===== src/rtl/acq_stop_pkg.sv =====
// Overview of operation
// - posttrigger count is buffer size minus pretrigger
// - arm stop trigger only after pretrigger samples
// - early stop trigger is ignored
// - full buffer wraps, overwriting oldest sample
// - stop after exactly posttrigger samples added
// - digital stop source selectable, rising or falling
// - analog stop on first rising event edge
// - accepted stop trigger optionally routed to line
// - pause active suppresses internal sample pulses
// - pause polarity and source are programmable
// - pause acts on level only
// - analog event can pause while low or high
// - no sample pulses outside an acquisition
// - stop trigger not retriggerable
// - start on begin trigger or software start
package acq_stop_pkg;

    // ========================================================
    // sizes
    localparam int BUF_AW      = 8;
    localparam int SAMPLE_W    = 16;
    localparam int LINES_N     = 8;
    localparam int GEN_LINES_N = 16;
    localparam int SYNC_W      = LINES_N + 2;

    // ========================================================
    // register map, byte addresses
    localparam logic [7:0] REG_CTRL     = 8'h00;
    localparam logic [7:0] REG_CONFIG   = 8'h04;
    localparam logic [7:0] REG_BUF_SIZE = 8'h08;
    localparam logic [7:0] REG_PRETRIG  = 8'h0C;
    localparam logic [7:0] REG_PERIOD   = 8'h10;
    localparam logic [7:0] REG_STATUS   = 8'h14;
    localparam logic [7:0] REG_OLDEST   = 8'h18;
    localparam logic [7:0] REG_INDEX    = 8'h1C;
    localparam logic [7:0] REG_DATA     = 8'h20;

    localparam int CTRL_START_BIT = 0;
    localparam int CTRL_ABORT_BIT = 1;

    // ========================================================
    // reset values and codes
    localparam logic [15:0] PERIOD_RST   = 16'h0004;
    localparam logic [8:0]  BUF_SIZE_RST = 9'h100;
    localparam logic [8:0]  PRETRIG_RST  = 9'h000;
    localparam logic [4:0]  ROUTE_STAR   = 5'h10;
    localparam logic [3:0]  PAUSE_ANALOG = 4'h8;

    // ========================================================
    // types
    typedef enum logic [2:0]
    {
        ST_IDLE  = 3'h0,
        ST_PRE   = 3'h1,
        ST_ARMED = 3'h3,
        ST_POST  = 3'h2,
        ST_DONE  = 3'h6
    } acq_state_type;

    typedef struct packed
    {
        logic       route_en;
        logic [4:0] route_sel;
        logic       pause_en;
        logic       pause_low;
        logic [3:0] pause_src;
        logic       stop_analog;
        logic       stop_falling;
        logic [2:0] stop_src;
    } cfg_type;

    localparam int CFG_W = $bits(cfg_type);

    typedef struct packed
    {
        acq_state_type          st;
        cfg_type                cfg;
        logic [8:0]             buf_size;
        logic [8:0]             pretrig;
        logic [15:0]            period;
        logic [15:0]            div_cnt;
        logic [BUF_AW-1:0]      wr_ptr;
        logic [8:0]             pre_cnt;
        logic [8:0]             post_cnt;
        logic [BUF_AW-1:0]      oldest;
        logic [BUF_AW-1:0]      rd_index;
        logic                   stop_prev;
        logic                   ana_prev;
        logic                   begin_prev;
        logic                   triggered;
        logic                   sample_o;
        logic                   done_o;
        logic                   running_o;
        logic [GEN_LINES_N-1:0] line_o;
        logic [GEN_LINES_N-1:0] line_oe;
        logic                   star_o;
        logic                   wait_q;
        logic [31:0]            rdata;
    } core_state_type;

endpackage


===== src/rtl/acq_stop_ctrl.sv =====
// The placing of the registers and register access over Avalon-MM were chosen for this implementation.
module acq_stop_ctrl
    import acq_stop_pkg::*;
(
    input  wire logic                   clk_i,
    input  wire logic                   reset_i,
    input  wire logic [7:0]             address_i,
    input  wire logic                   read_i,
    input  wire logic                   write_i,
    input  wire logic [31:0]            writedata_i,
    input  wire logic [3:0]             byteenable_i,
    output logic      [31:0]            readdata_o,
    output logic                        waitrequest_o,
    input  wire logic                   acq_begin_trigger_i,
    input  wire logic                   analog_event_i,
    input  wire logic [LINES_N-1:0]     trigger_lines_i,
    input  wire logic [SAMPLE_W-1:0]    sample_data_i,
    output logic                        acq_sample_pulse_o,
    output logic                        acq_running_o,
    output logic                        acq_done_o,
    output logic [GEN_LINES_N-1:0]      general_trigger_line_o,
    output logic [GEN_LINES_N-1:0]      general_trigger_line_oe_o,
    output logic                        backplane_star_output_o
);

    // ========================================================
    // helpers
    function automatic logic [31:0] apply_be(
        input logic [31:0] old_v,
        input logic [31:0] new_v,
        input logic [3:0]  be
    );
        logic [31:0] res;
        res = old_v;
        for (int i = 0; i < 4; i++)
        begin
            if (be[i])
            begin
                res[i*8 +: 8] = new_v[i*8 +: 8];
            end
        end
        return res;
    endfunction

    // ========================================================
    // inputs from pins
    core_state_type      r_q;
    core_state_type      r_d;
    logic [SYNC_W-1:0]   sync_w;
    logic [SAMPLE_W-1:0] mem_rd;
    logic                begin_lvl;
    logic                ana_lvl;
    logic [LINES_N-1:0]  lines;
    logic                stop_lvl;
    logic                stop_edge;
    logic                pause_src_lvl;
    logic                pause_act;
    logic                running;
    logic                div_hit;
    logic                sample_tick;
    logic                stop_accept;
    logic                bus_take;
    logic                wr_en;
    logic                sw_start;
    logic                abort_req;
    logic                begin_req;
    logic [8:0]          post_target;
    logic [BUF_AW-1:0]   wr_next;

    line_sync #(
        .W (SYNC_W)
    ) u_sync (
        .clk_i   (clk_i),
        .reset_i (reset_i),
        .async_i ({acq_begin_trigger_i, analog_event_i, trigger_lines_i}),
        .sync_o  (sync_w)
    );

    assign begin_lvl = sync_w[SYNC_W-1];
    assign ana_lvl   = sync_w[SYNC_W-2];
    assign lines     = sync_w[LINES_N-1:0];

    // ========================================================
    // trigger and pause decode
    assign stop_lvl = lines[r_q.cfg.stop_src];
    // previous level is tracked always, so a level already high at arm
    // time never counts as an edge
    assign stop_edge = r_q.cfg.stop_analog
        ? (ana_lvl & ~r_q.ana_prev)
        : (r_q.cfg.stop_falling ? (~stop_lvl & r_q.stop_prev)
                                : (stop_lvl & ~r_q.stop_prev));

    assign pause_src_lvl = (r_q.cfg.pause_src == PAUSE_ANALOG)
        ? ana_lvl : lines[r_q.cfg.pause_src[2:0]];
    assign pause_act = r_q.cfg.pause_en
        & (pause_src_lvl ^ r_q.cfg.pause_low);

    assign running = (r_q.st == ST_PRE) || (r_q.st == ST_ARMED)
        || (r_q.st == ST_POST);
    assign div_hit = ({1'b0, r_q.div_cnt} + 17'h0_0001)
        >= {1'b0, r_q.period};
    assign sample_tick = running & ~pause_act & div_hit;
    assign stop_accept = (r_q.st == ST_ARMED) & stop_edge;

    assign post_target = r_q.buf_size - r_q.pretrig;
    assign wr_next = ({1'b0, r_q.wr_ptr} == (r_q.buf_size - 9'h001))
        ? '0 : r_q.wr_ptr + 8'h01;

    // ========================================================
    // bus decode: every access gets exactly one wait state
    assign bus_take  = (read_i | write_i) & r_q.wait_q;
    assign wr_en     = bus_take & write_i;
    assign sw_start  = wr_en && (address_i == REG_CTRL) && byteenable_i[0]
        && writedata_i[CTRL_START_BIT];
    assign abort_req = wr_en && (address_i == REG_CTRL) && byteenable_i[0]
        && writedata_i[CTRL_ABORT_BIT];
    assign begin_req = (begin_lvl & ~r_q.begin_prev) | sw_start;

    sample_store u_store (
        .clk_i     (clk_i),
        .reset_i   (reset_i),
        .wr_en_i   (sample_tick),
        .wr_addr_i (r_q.wr_ptr),
        .wr_data_i (sample_data_i),
        .rd_addr_i (r_q.rd_index),
        .rd_data_o (mem_rd)
    );

    // ========================================================
    // next state
    always_comb
    begin
        logic [31:0] wm;
        wm = '0;
        r_d = r_q;
        r_d.stop_prev  = stop_lvl;
        r_d.ana_prev   = ana_lvl;
        r_d.begin_prev = begin_lvl;
        r_d.sample_o   = sample_tick;
        r_d.line_o     = '0;
        r_d.star_o     = 1'b0;
        r_d.wait_q     = 1'b1;

        // paused divider holds its phase rather than restarting
        if (running && !pause_act)
        begin
            r_d.div_cnt = div_hit ? '0 : r_q.div_cnt + 16'h0001;
        end
        else if (!running)
        begin
            r_d.div_cnt = '0;
        end

        if (sample_tick)
        begin
            r_d.wr_ptr = wr_next;
        end

        case (r_q.st)
            ST_IDLE, ST_DONE:
            begin
                if (begin_req)
                begin
                    r_d.st = (r_q.pretrig == '0) ? ST_ARMED : ST_PRE;
                    r_d.wr_ptr    = '0;
                    r_d.pre_cnt   = '0;
                    r_d.post_cnt  = '0;
                    r_d.triggered = 1'b0;
                end
            end
            ST_PRE:
            begin
                if (sample_tick)
                begin
                    r_d.pre_cnt = r_q.pre_cnt + 9'h001;
                    if (r_q.pre_cnt + 9'h001 == r_q.pretrig)
                    begin
                        r_d.st = ST_ARMED;
                    end
                end
            end
            ST_ARMED:
            begin
                if (stop_accept)
                begin
                    r_d.triggered = 1'b1;
                    if (r_q.cfg.route_en)
                    begin
                        if (r_q.cfg.route_sel == ROUTE_STAR)
                        begin
                            r_d.star_o = 1'b1;
                        end
                        else if (!r_q.cfg.route_sel[4])
                        begin
                            r_d.line_o[r_q.cfg.route_sel[3:0]] = 1'b1;
                        end
                    end
                    if (post_target == '0)
                    begin
                        r_d.st     = ST_DONE;
                        r_d.oldest = sample_tick ? wr_next : r_q.wr_ptr;
                    end
                    else
                    begin
                        r_d.st = ST_POST;
                    end
                end
            end
            ST_POST:
            begin
                if (sample_tick)
                begin
                    r_d.post_cnt = r_q.post_cnt + 9'h001;
                    if (r_q.post_cnt + 9'h001 == post_target)
                    begin
                        r_d.st     = ST_DONE;
                        r_d.oldest = wr_next;
                    end
                end
            end
            default:
            begin
                r_d.st = ST_IDLE;
            end
        endcase

        if (abort_req)
        begin
            r_d.st = ST_IDLE;
        end

        r_d.line_oe = '0;
        if (r_q.cfg.route_en && !r_q.cfg.route_sel[4])
        begin
            r_d.line_oe[r_q.cfg.route_sel[3:0]] = 1'b1;
        end

        if (bus_take)
        begin
            r_d.wait_q = 1'b0;
            r_d.rdata  = '0;
            if (write_i)
            begin
                case (address_i)
                    REG_CONFIG:
                    begin
                        wm = apply_be(32'(r_q.cfg), writedata_i,
                            byteenable_i);
                        r_d.cfg = wm[CFG_W-1:0];
                    end
                    REG_BUF_SIZE:
                    begin
                        wm = apply_be(32'(r_q.buf_size), writedata_i,
                            byteenable_i);
                        r_d.buf_size = wm[8:0];
                    end
                    REG_PRETRIG:
                    begin
                        wm = apply_be(32'(r_q.pretrig), writedata_i,
                            byteenable_i);
                        r_d.pretrig = wm[8:0];
                    end
                    REG_PERIOD:
                    begin
                        wm = apply_be(32'(r_q.period), writedata_i,
                            byteenable_i);
                        r_d.period = wm[15:0];
                    end
                    REG_INDEX:
                    begin
                        wm = apply_be(32'(r_q.rd_index), writedata_i,
                            byteenable_i);
                        r_d.rd_index = wm[BUF_AW-1:0];
                    end
                    default:
                    begin
                        r_d.cfg = r_q.cfg;
                    end
                endcase
            end
            else
            begin
                case (address_i)
                    REG_CONFIG:   r_d.rdata = 32'(r_q.cfg);
                    REG_BUF_SIZE: r_d.rdata = 32'(r_q.buf_size);
                    REG_PRETRIG:  r_d.rdata = 32'(r_q.pretrig);
                    REG_PERIOD:   r_d.rdata = 32'(r_q.period);
                    REG_STATUS:   r_d.rdata = 32'({r_q.wr_ptr, 2'b00,
                        r_q.triggered, (r_q.st == ST_DONE), running,
                        r_q.st});
                    REG_OLDEST:   r_d.rdata = 32'(r_q.oldest);
                    REG_INDEX:    r_d.rdata = 32'(r_q.rd_index);
                    REG_DATA:     r_d.rdata = 32'(mem_rd);
                    default:      r_d.rdata = '0;
                endcase
            end
        end

        r_d.done_o    = (r_d.st == ST_DONE);
        r_d.running_o = (r_d.st == ST_PRE) || (r_d.st == ST_ARMED)
            || (r_d.st == ST_POST);
    end

    always_ff @(posedge clk_i or posedge reset_i)
    begin
        if (reset_i)
        begin
            r_q          <= '0;
            r_q.st       <= ST_IDLE;
            r_q.buf_size <= BUF_SIZE_RST;
            r_q.pretrig  <= PRETRIG_RST;
            r_q.period   <= PERIOD_RST;
            r_q.wait_q   <= 1'b1;
        end
        else
        begin
            r_q <= r_d;
        end
    end

    assign readdata_o                = r_q.rdata;
    assign waitrequest_o             = r_q.wait_q;
    assign acq_sample_pulse_o        = r_q.sample_o;
    assign acq_running_o             = r_q.running_o;
    assign acq_done_o                = r_q.done_o;
    assign general_trigger_line_o    = r_q.line_o;
    assign general_trigger_line_oe_o = r_q.line_oe;
    assign backplane_star_output_o   = r_q.star_o;
endmodule


===== src/rtl/line_sync.sv =====
module line_sync
    import acq_stop_pkg::*;
#(
    parameter int W = 1
)
(
    input  wire logic         clk_i,
    input  wire logic         reset_i,
    input  wire logic [W-1:0] async_i,
    output logic      [W-1:0] sync_o
);

    typedef struct packed
    {
        logic [W-1:0] s1;
        logic [W-1:0] s2;
    } sync_state_type;

    sync_state_type r_q;
    sync_state_type r_d;

    always_comb
    begin
        r_d.s1 = async_i;
        r_d.s2 = r_q.s1;
    end

    always_ff @(posedge clk_i or posedge reset_i)
    begin
        if (reset_i)
        begin
            r_q <= '0;
        end
        else
        begin
            r_q <= r_d;
        end
    end

    assign sync_o = r_q.s2;

endmodule


===== src/rtl/sample_store.sv =====
module sample_store
    import acq_stop_pkg::*;
(
    input  wire logic                clk_i,
    input  wire logic                reset_i,
    input  wire logic                wr_en_i,
    input  wire logic [BUF_AW-1:0]   wr_addr_i,
    input  wire logic [SAMPLE_W-1:0] wr_data_i,
    input  wire logic [BUF_AW-1:0]   rd_addr_i,
    output logic      [SAMPLE_W-1:0] rd_data_o
);

    // no reset on the array itself: keeps it mappable to block ram
    logic [SAMPLE_W-1:0] mem_q [0:(1<<BUF_AW)-1];
    logic [SAMPLE_W-1:0] rd_q;

    always_ff @(posedge clk_i)
    begin
        if (wr_en_i)
        begin
            mem_q[wr_addr_i] <= wr_data_i;
        end
    end

    always_ff @(posedge clk_i or posedge reset_i)
    begin
        if (reset_i)
        begin
            rd_q <= '0;
        end
        else
        begin
            rd_q <= mem_q[rd_addr_i];
        end
    end

    assign rd_data_o = rd_q;

endmodule


===== config.mk =====
export PLATFORM = sky130hd
export DESIGN_NAME = acq_stop_ctrl
export DESIGN_NICKNAME = d
export VERILOG_FILES = /design/src/rtl/acq_stop_pkg.sv /design/src/rtl/acq_stop_ctrl.sv /design/src/rtl/line_sync.sv /design/src/rtl/sample_store.sv
export SDC_FILE = /design/constraint.sdc
export NUM_CORES = 2
export LEC_CHECK = 0
export ABC_AREA = 0
export ABC_CLOCK_PERIOD_IN_PS = 7490
export BUFFER_PORTS_ARGS = -buffer_cell sky130_fd_sc_hd__buf_2
export CAP_MARGIN = 20
export CORE_MARGIN = 1.5
export CORE_UTILIZATION = 35
export DETAILED_ROUTE_END_ITERATION = 8
export GPL_ROUTABILITY_DRIVEN = 0
export SYNTH_ARGS = -nofsm -noshare
export SYNTH_HDL_FRONTEND = slang
export SYNTH_HIERARCHICAL = 1
export SYNTH_SLANG_ARGS = --single-unit
export TNS_END_PERCENT = 100

===== constraint.sdc =====
create_clock -name clk_i -period 7.49 [get_ports clk_i]
set_clock_uncertainty 0.2 [all_clocks]
set_input_delay 0 -clock clk_i [delete_from_list [all_inputs] [get_ports clk_i]]
set_output_delay 0 -clock clk_i [all_outputs]
set_load 0.05 [all_outputs]

==> flow_summary_export.csv <==
group,metric,value,unit
hold_path,hold_path_class,"input pin to register",
place,dpl_worst_slack,1.12,ns
setup_path,criticalPathCategory,"register to register",
routing,via_count,88300,
routing,drt_iter0_markers,12400,
cts,clock_sinks,4302,
floorplan,die_h,698,µm
cts,cts_buffers,415,
global_routing,grt_first_pass_wirelength,667000,µm
yosys,ys_seq_area_frac,0.757,
routing,route.detailed.drc,0,
routing,first_pass_iters,6,
cells_and_area,fin_util,0.403,
sta,min_period_over_period,0.872,
routing,wl_met2,228000,µm
routing,wl_per_cell,30.3,µm
routing,wirelength,478000,µm
cts,cts_resized,0,
cts,tritoncts,"yes",
place,place_hpwl,290000,µm
setup_path,worstPathArrival,7.00,ns
pwr,p_per_area,254,mW/mm²
setup_path,cp_slowest_stage_delay,0.85,ns
setup_path,crit_path_frequent_cell,"buf_4",
yosys,synthesis.area,0.169,mm²
run_status,status,"finished, violations left",
routing,wl_met3,42900,µm
yosys,synth_cells,8409,
yosys,synth-seq-cells,4302,
cells_and_area,area_delta_synth_final,14.8,%
cells_and_area,nets,9071,
sta,rsz0062_at_grt,"no",
sta,fmax,153,MHz
yosys,ys_warn_count,6,
global_routing,grt_max_degree,156,
floorplan,start_util,0.351,
cells_and_area,final_layout_size_suffix_gt1_frac,0.236,
sta,finalHoldViolCount,2,
global_routing,grt_pass1_vias,86500,
cts,cts_setup_buffers,0,
yosys,async_flop_share,0.0479,
floorplan,io_pins,143,
pwr,p_leak,59.0,nW
sta,finalSetupTns,0,ns
floorplan,fp-row-count,255,
yosys,synth_edf_count,4096,
routing,top_layer,"met5",
setup_path,endpoint_kind,"register",
cts,clk_path_buf_depth,4,
setup_path,critPathMaxFanout,18,
routing,via_per_inst,5.61,
run_status,violations,"hold timing",
floorplan,die-area,0.488,mm²
cts,clock_latency,1.00,ns
flow_run,cap_violations,0,
sta,layout_min_cycle_time,6.53,ns
cts,clk_pin_slew_worst_paths,0.06,ns
place,portBuffers,111,
global_routing,grt_overflow,0,
yosys,syn_avg_cell_area,20.1,µm²
pwr,irDropWorstVdd,0.206,mV
setup_path,path_cells,"and4_1 -> nand4_1 -> nor3_1 -> xor2_1 -> ha_1 -> nand2_1 -> or2_2 -> a2111oi_0 -> or4_4 -> nand2_4 -> inv_2 -> nand3_2 -> buf_4 -> nor2_1 -> buf_4",
yosys,synth_flop_cell,"edfxtp_1",
cts,root_buffer,"clkbuf_16",
global_routing,grt_util_all_layers,0.190,
routing,antenna_left,0,
sta,finalSetupViolations,0,
setup_path,cp.required,7.96,ns
routing,wl_met1,189000,µm
global_routing,antenna_found_initial,43,
sta,whs,-0.0138,ns
sta,slew_violations,0,
sta,layout_setup_ws,0.957,ns
floorplan,coreArea,0.482,mm²
yosys,synthDistinctLibCells,90,
sta,max-slew-margin-rel,0.186,
floorplan,die_x,698,µm
cts,cts_max_level,5,
setup_path,start_kind,"register",
setup_path,critPathSlowestCell,"nand3_2",
sta,tightest_slew,1.21,ns
## cell families (layout without fill, tap and decap cells)
logic type	Yosys count	after routing	share of synthesized area
AO/OA/AOI/OAI	1015	1015	0.0424
XOR/XNOR	64	64	0.00331
adder cells (fa/ha/maj)	30	30	0.00226
buffers and inverters	603	1498	0.0207
flip-flops	4302	4302	0.757
multiplexers	1541	1541	0.151
other	1	26	0.0000222
AND/OR/NAND/NOR	853	853	0.0235
## sequential cells by signal, indices dropped and copies added, names as in the netlist
name and count:
u_sync/sync_o 10, r_q 116, u_sync/r_d 10, readdata_o 17
u_store/mem_q 4096, u_store/rd_data_o 16, acq_done_o 1, general_trigger_line_oe_o 16
acq_running_o 1, general_trigger_line_o 16, backplane_star_output_o 1, acq_sample_pulse_o 1
waitrequest_o 1
## Yosys cell counts (all sizes together) (11+ instances only)
| cell | count | share of area |
|---|---|---|
| edfxtp | 4096 | 0.73 |
| mux4 | 793 | 0.11 |
| mux2i | 627 | 0.037 |
| nor2 | 352 | 0.0079 |
| buf | 301 | 0.014 |
| o221ai | 264 | 0.014 |
| clkbuf | 256 | 0.0057 |
| a21oi | 223 | 0.0067 |
| dfrtp | 203 | 0.030 |
| o22ai | 175 | 0.0065 |
| nand2 | 144 | 0.0032 |
| mux2 | 121 | 0.0082 |
| nor3 | 120 | 0.0035 |
| o21ai | 113 | 0.0034 |
| nand3 | 76 | 0.0022 |
| inv | 46 | 0.0010 |
| a22oi | 44 | 0.0020 |
| xnor2 | 41 | 0.0021 |
| a22o | 38 | 0.0020 |
| and3 | 29 | 0.0011 |
| ha | 29 | 0.0021 |
| nand4 | 27 | 0.0010 |
| o31ai | 27 | 0.0012 |
| nor4 | 26 | 0.0012 |
| a221oi | 25 | 0.0013 |
| xor2 | 23 | 0.0012 |
| a211oi | 19 | 0.00084 |
| nor2b | 17 | 0.00063 |
| o32ai | 16 | 0.00087 |
| nand2b | 15 | 0.00055 |
| a32o | 11 | 0.00065 |
## layout by cell type (no fill, tap or decap), drive strengths merged, types with 121 or more instances in the layout
cell type / n
a21oi: 223
buf: 527
clkbuf: 515
clkinv: 166
dfrtp: 203
dlygate4sd3: 156
edfxtp: 4096
mux2: 121
mux2i: 627
mux4: 793
nand2: 144
nor2: 352
o221ai: 264
o22ai: 175
## report_power, final
part           switching (mW)  total [mW]  internal [mW]
combinational            1.12        1.59          0.464
sequential             0.0586        26.4           26.4
clock                    9.09        21.4           12.3
total                    10.3        49.4           39.2
## layer usage
metal  track usage  up-vias
met1         0.261    46900
met5             0        -
li1              -    36100
met2         0.308     4632
met3        0.0316      669
met4        0.0629        8
## critical path, delay by kind of cell (launching register included)
| family | cells | cell delay, ns |
|---|---|---|
| fa+ha+maj | 1 | 0.30 |
| buf+inv | 3 | 1.22 |
| flops | 1 | 0.45 |
| simple gates | 9 | 3.19 |
| compound gates | 1 | 0.65 |
| xor+xnor | 1 | 0.14 |
## what timing repair did
item | 4_1_cts | 5_1_grt
endpoints found under the setup margin | 0 | 0
hold buffers | 162 | 2
endpoints found under the hold margin | 3292 | 8
## path summary, 6_finish.rpt
check / start / endpoint / slack (ns) / cells after the start
min in group asynchronous: reset_i / u_sync/r_d[3]$_DFF_PP0_ / 0.16 / 4
worst min register to register: u_sync/r_d[2]$_DFF_PP0_ / u_sync/sync_o[2]$_DFF_PP0_ / 0.14 / 0
max in group asynchronous: reset_i / r_q[76]$_DFFE_PP0P_ / 5.71 / 6
worst max-delay path: r_q[117]$_DFFE_PP0P_ / u_store/mem_q[81][1]$_DFFE_PP_ / 0.96 / 15
worst min-delay path: sample_data_i[7] / u_store/mem_q[54][7]$_DFFE_PP_ / -0.01 / 2
worst max register to register: r_q[117]$_DFFE_PP0P_ / u_store/mem_q[81][1]$_DFFE_PP_ / 0.96 / 15
## layout make-up
cell class | instances | area, µm²
fill | 42000 | 288000
multi-input combinational | 3518 | 38000
timing repair buffer | 684 | 6010
tap | 6425 | 8040
inverter | 46 | 190
sequential | 4302 | 128000
clock inverter | 254 | 2890
antenna | 11 | 27.5
clock buffer | 514 | 11000
## through the flow
| step | cell area [µm²] | std cells | power, mW |
|---|---|---|---|
| floorplan | 169000 | 8423 | 27.6 |
| detailed placement | 179000 | 14800 | 28.4 |
| finish | 194000 | 15800 | 49.4 |
| global placement | 178000 | 14800 | 28.4 |
| global route | 194000 | 15700 | 50.7 |
| CTS | 194000 | 15700 | 49.7 |
No activity file was read; power rests on OpenSTA's default activity.
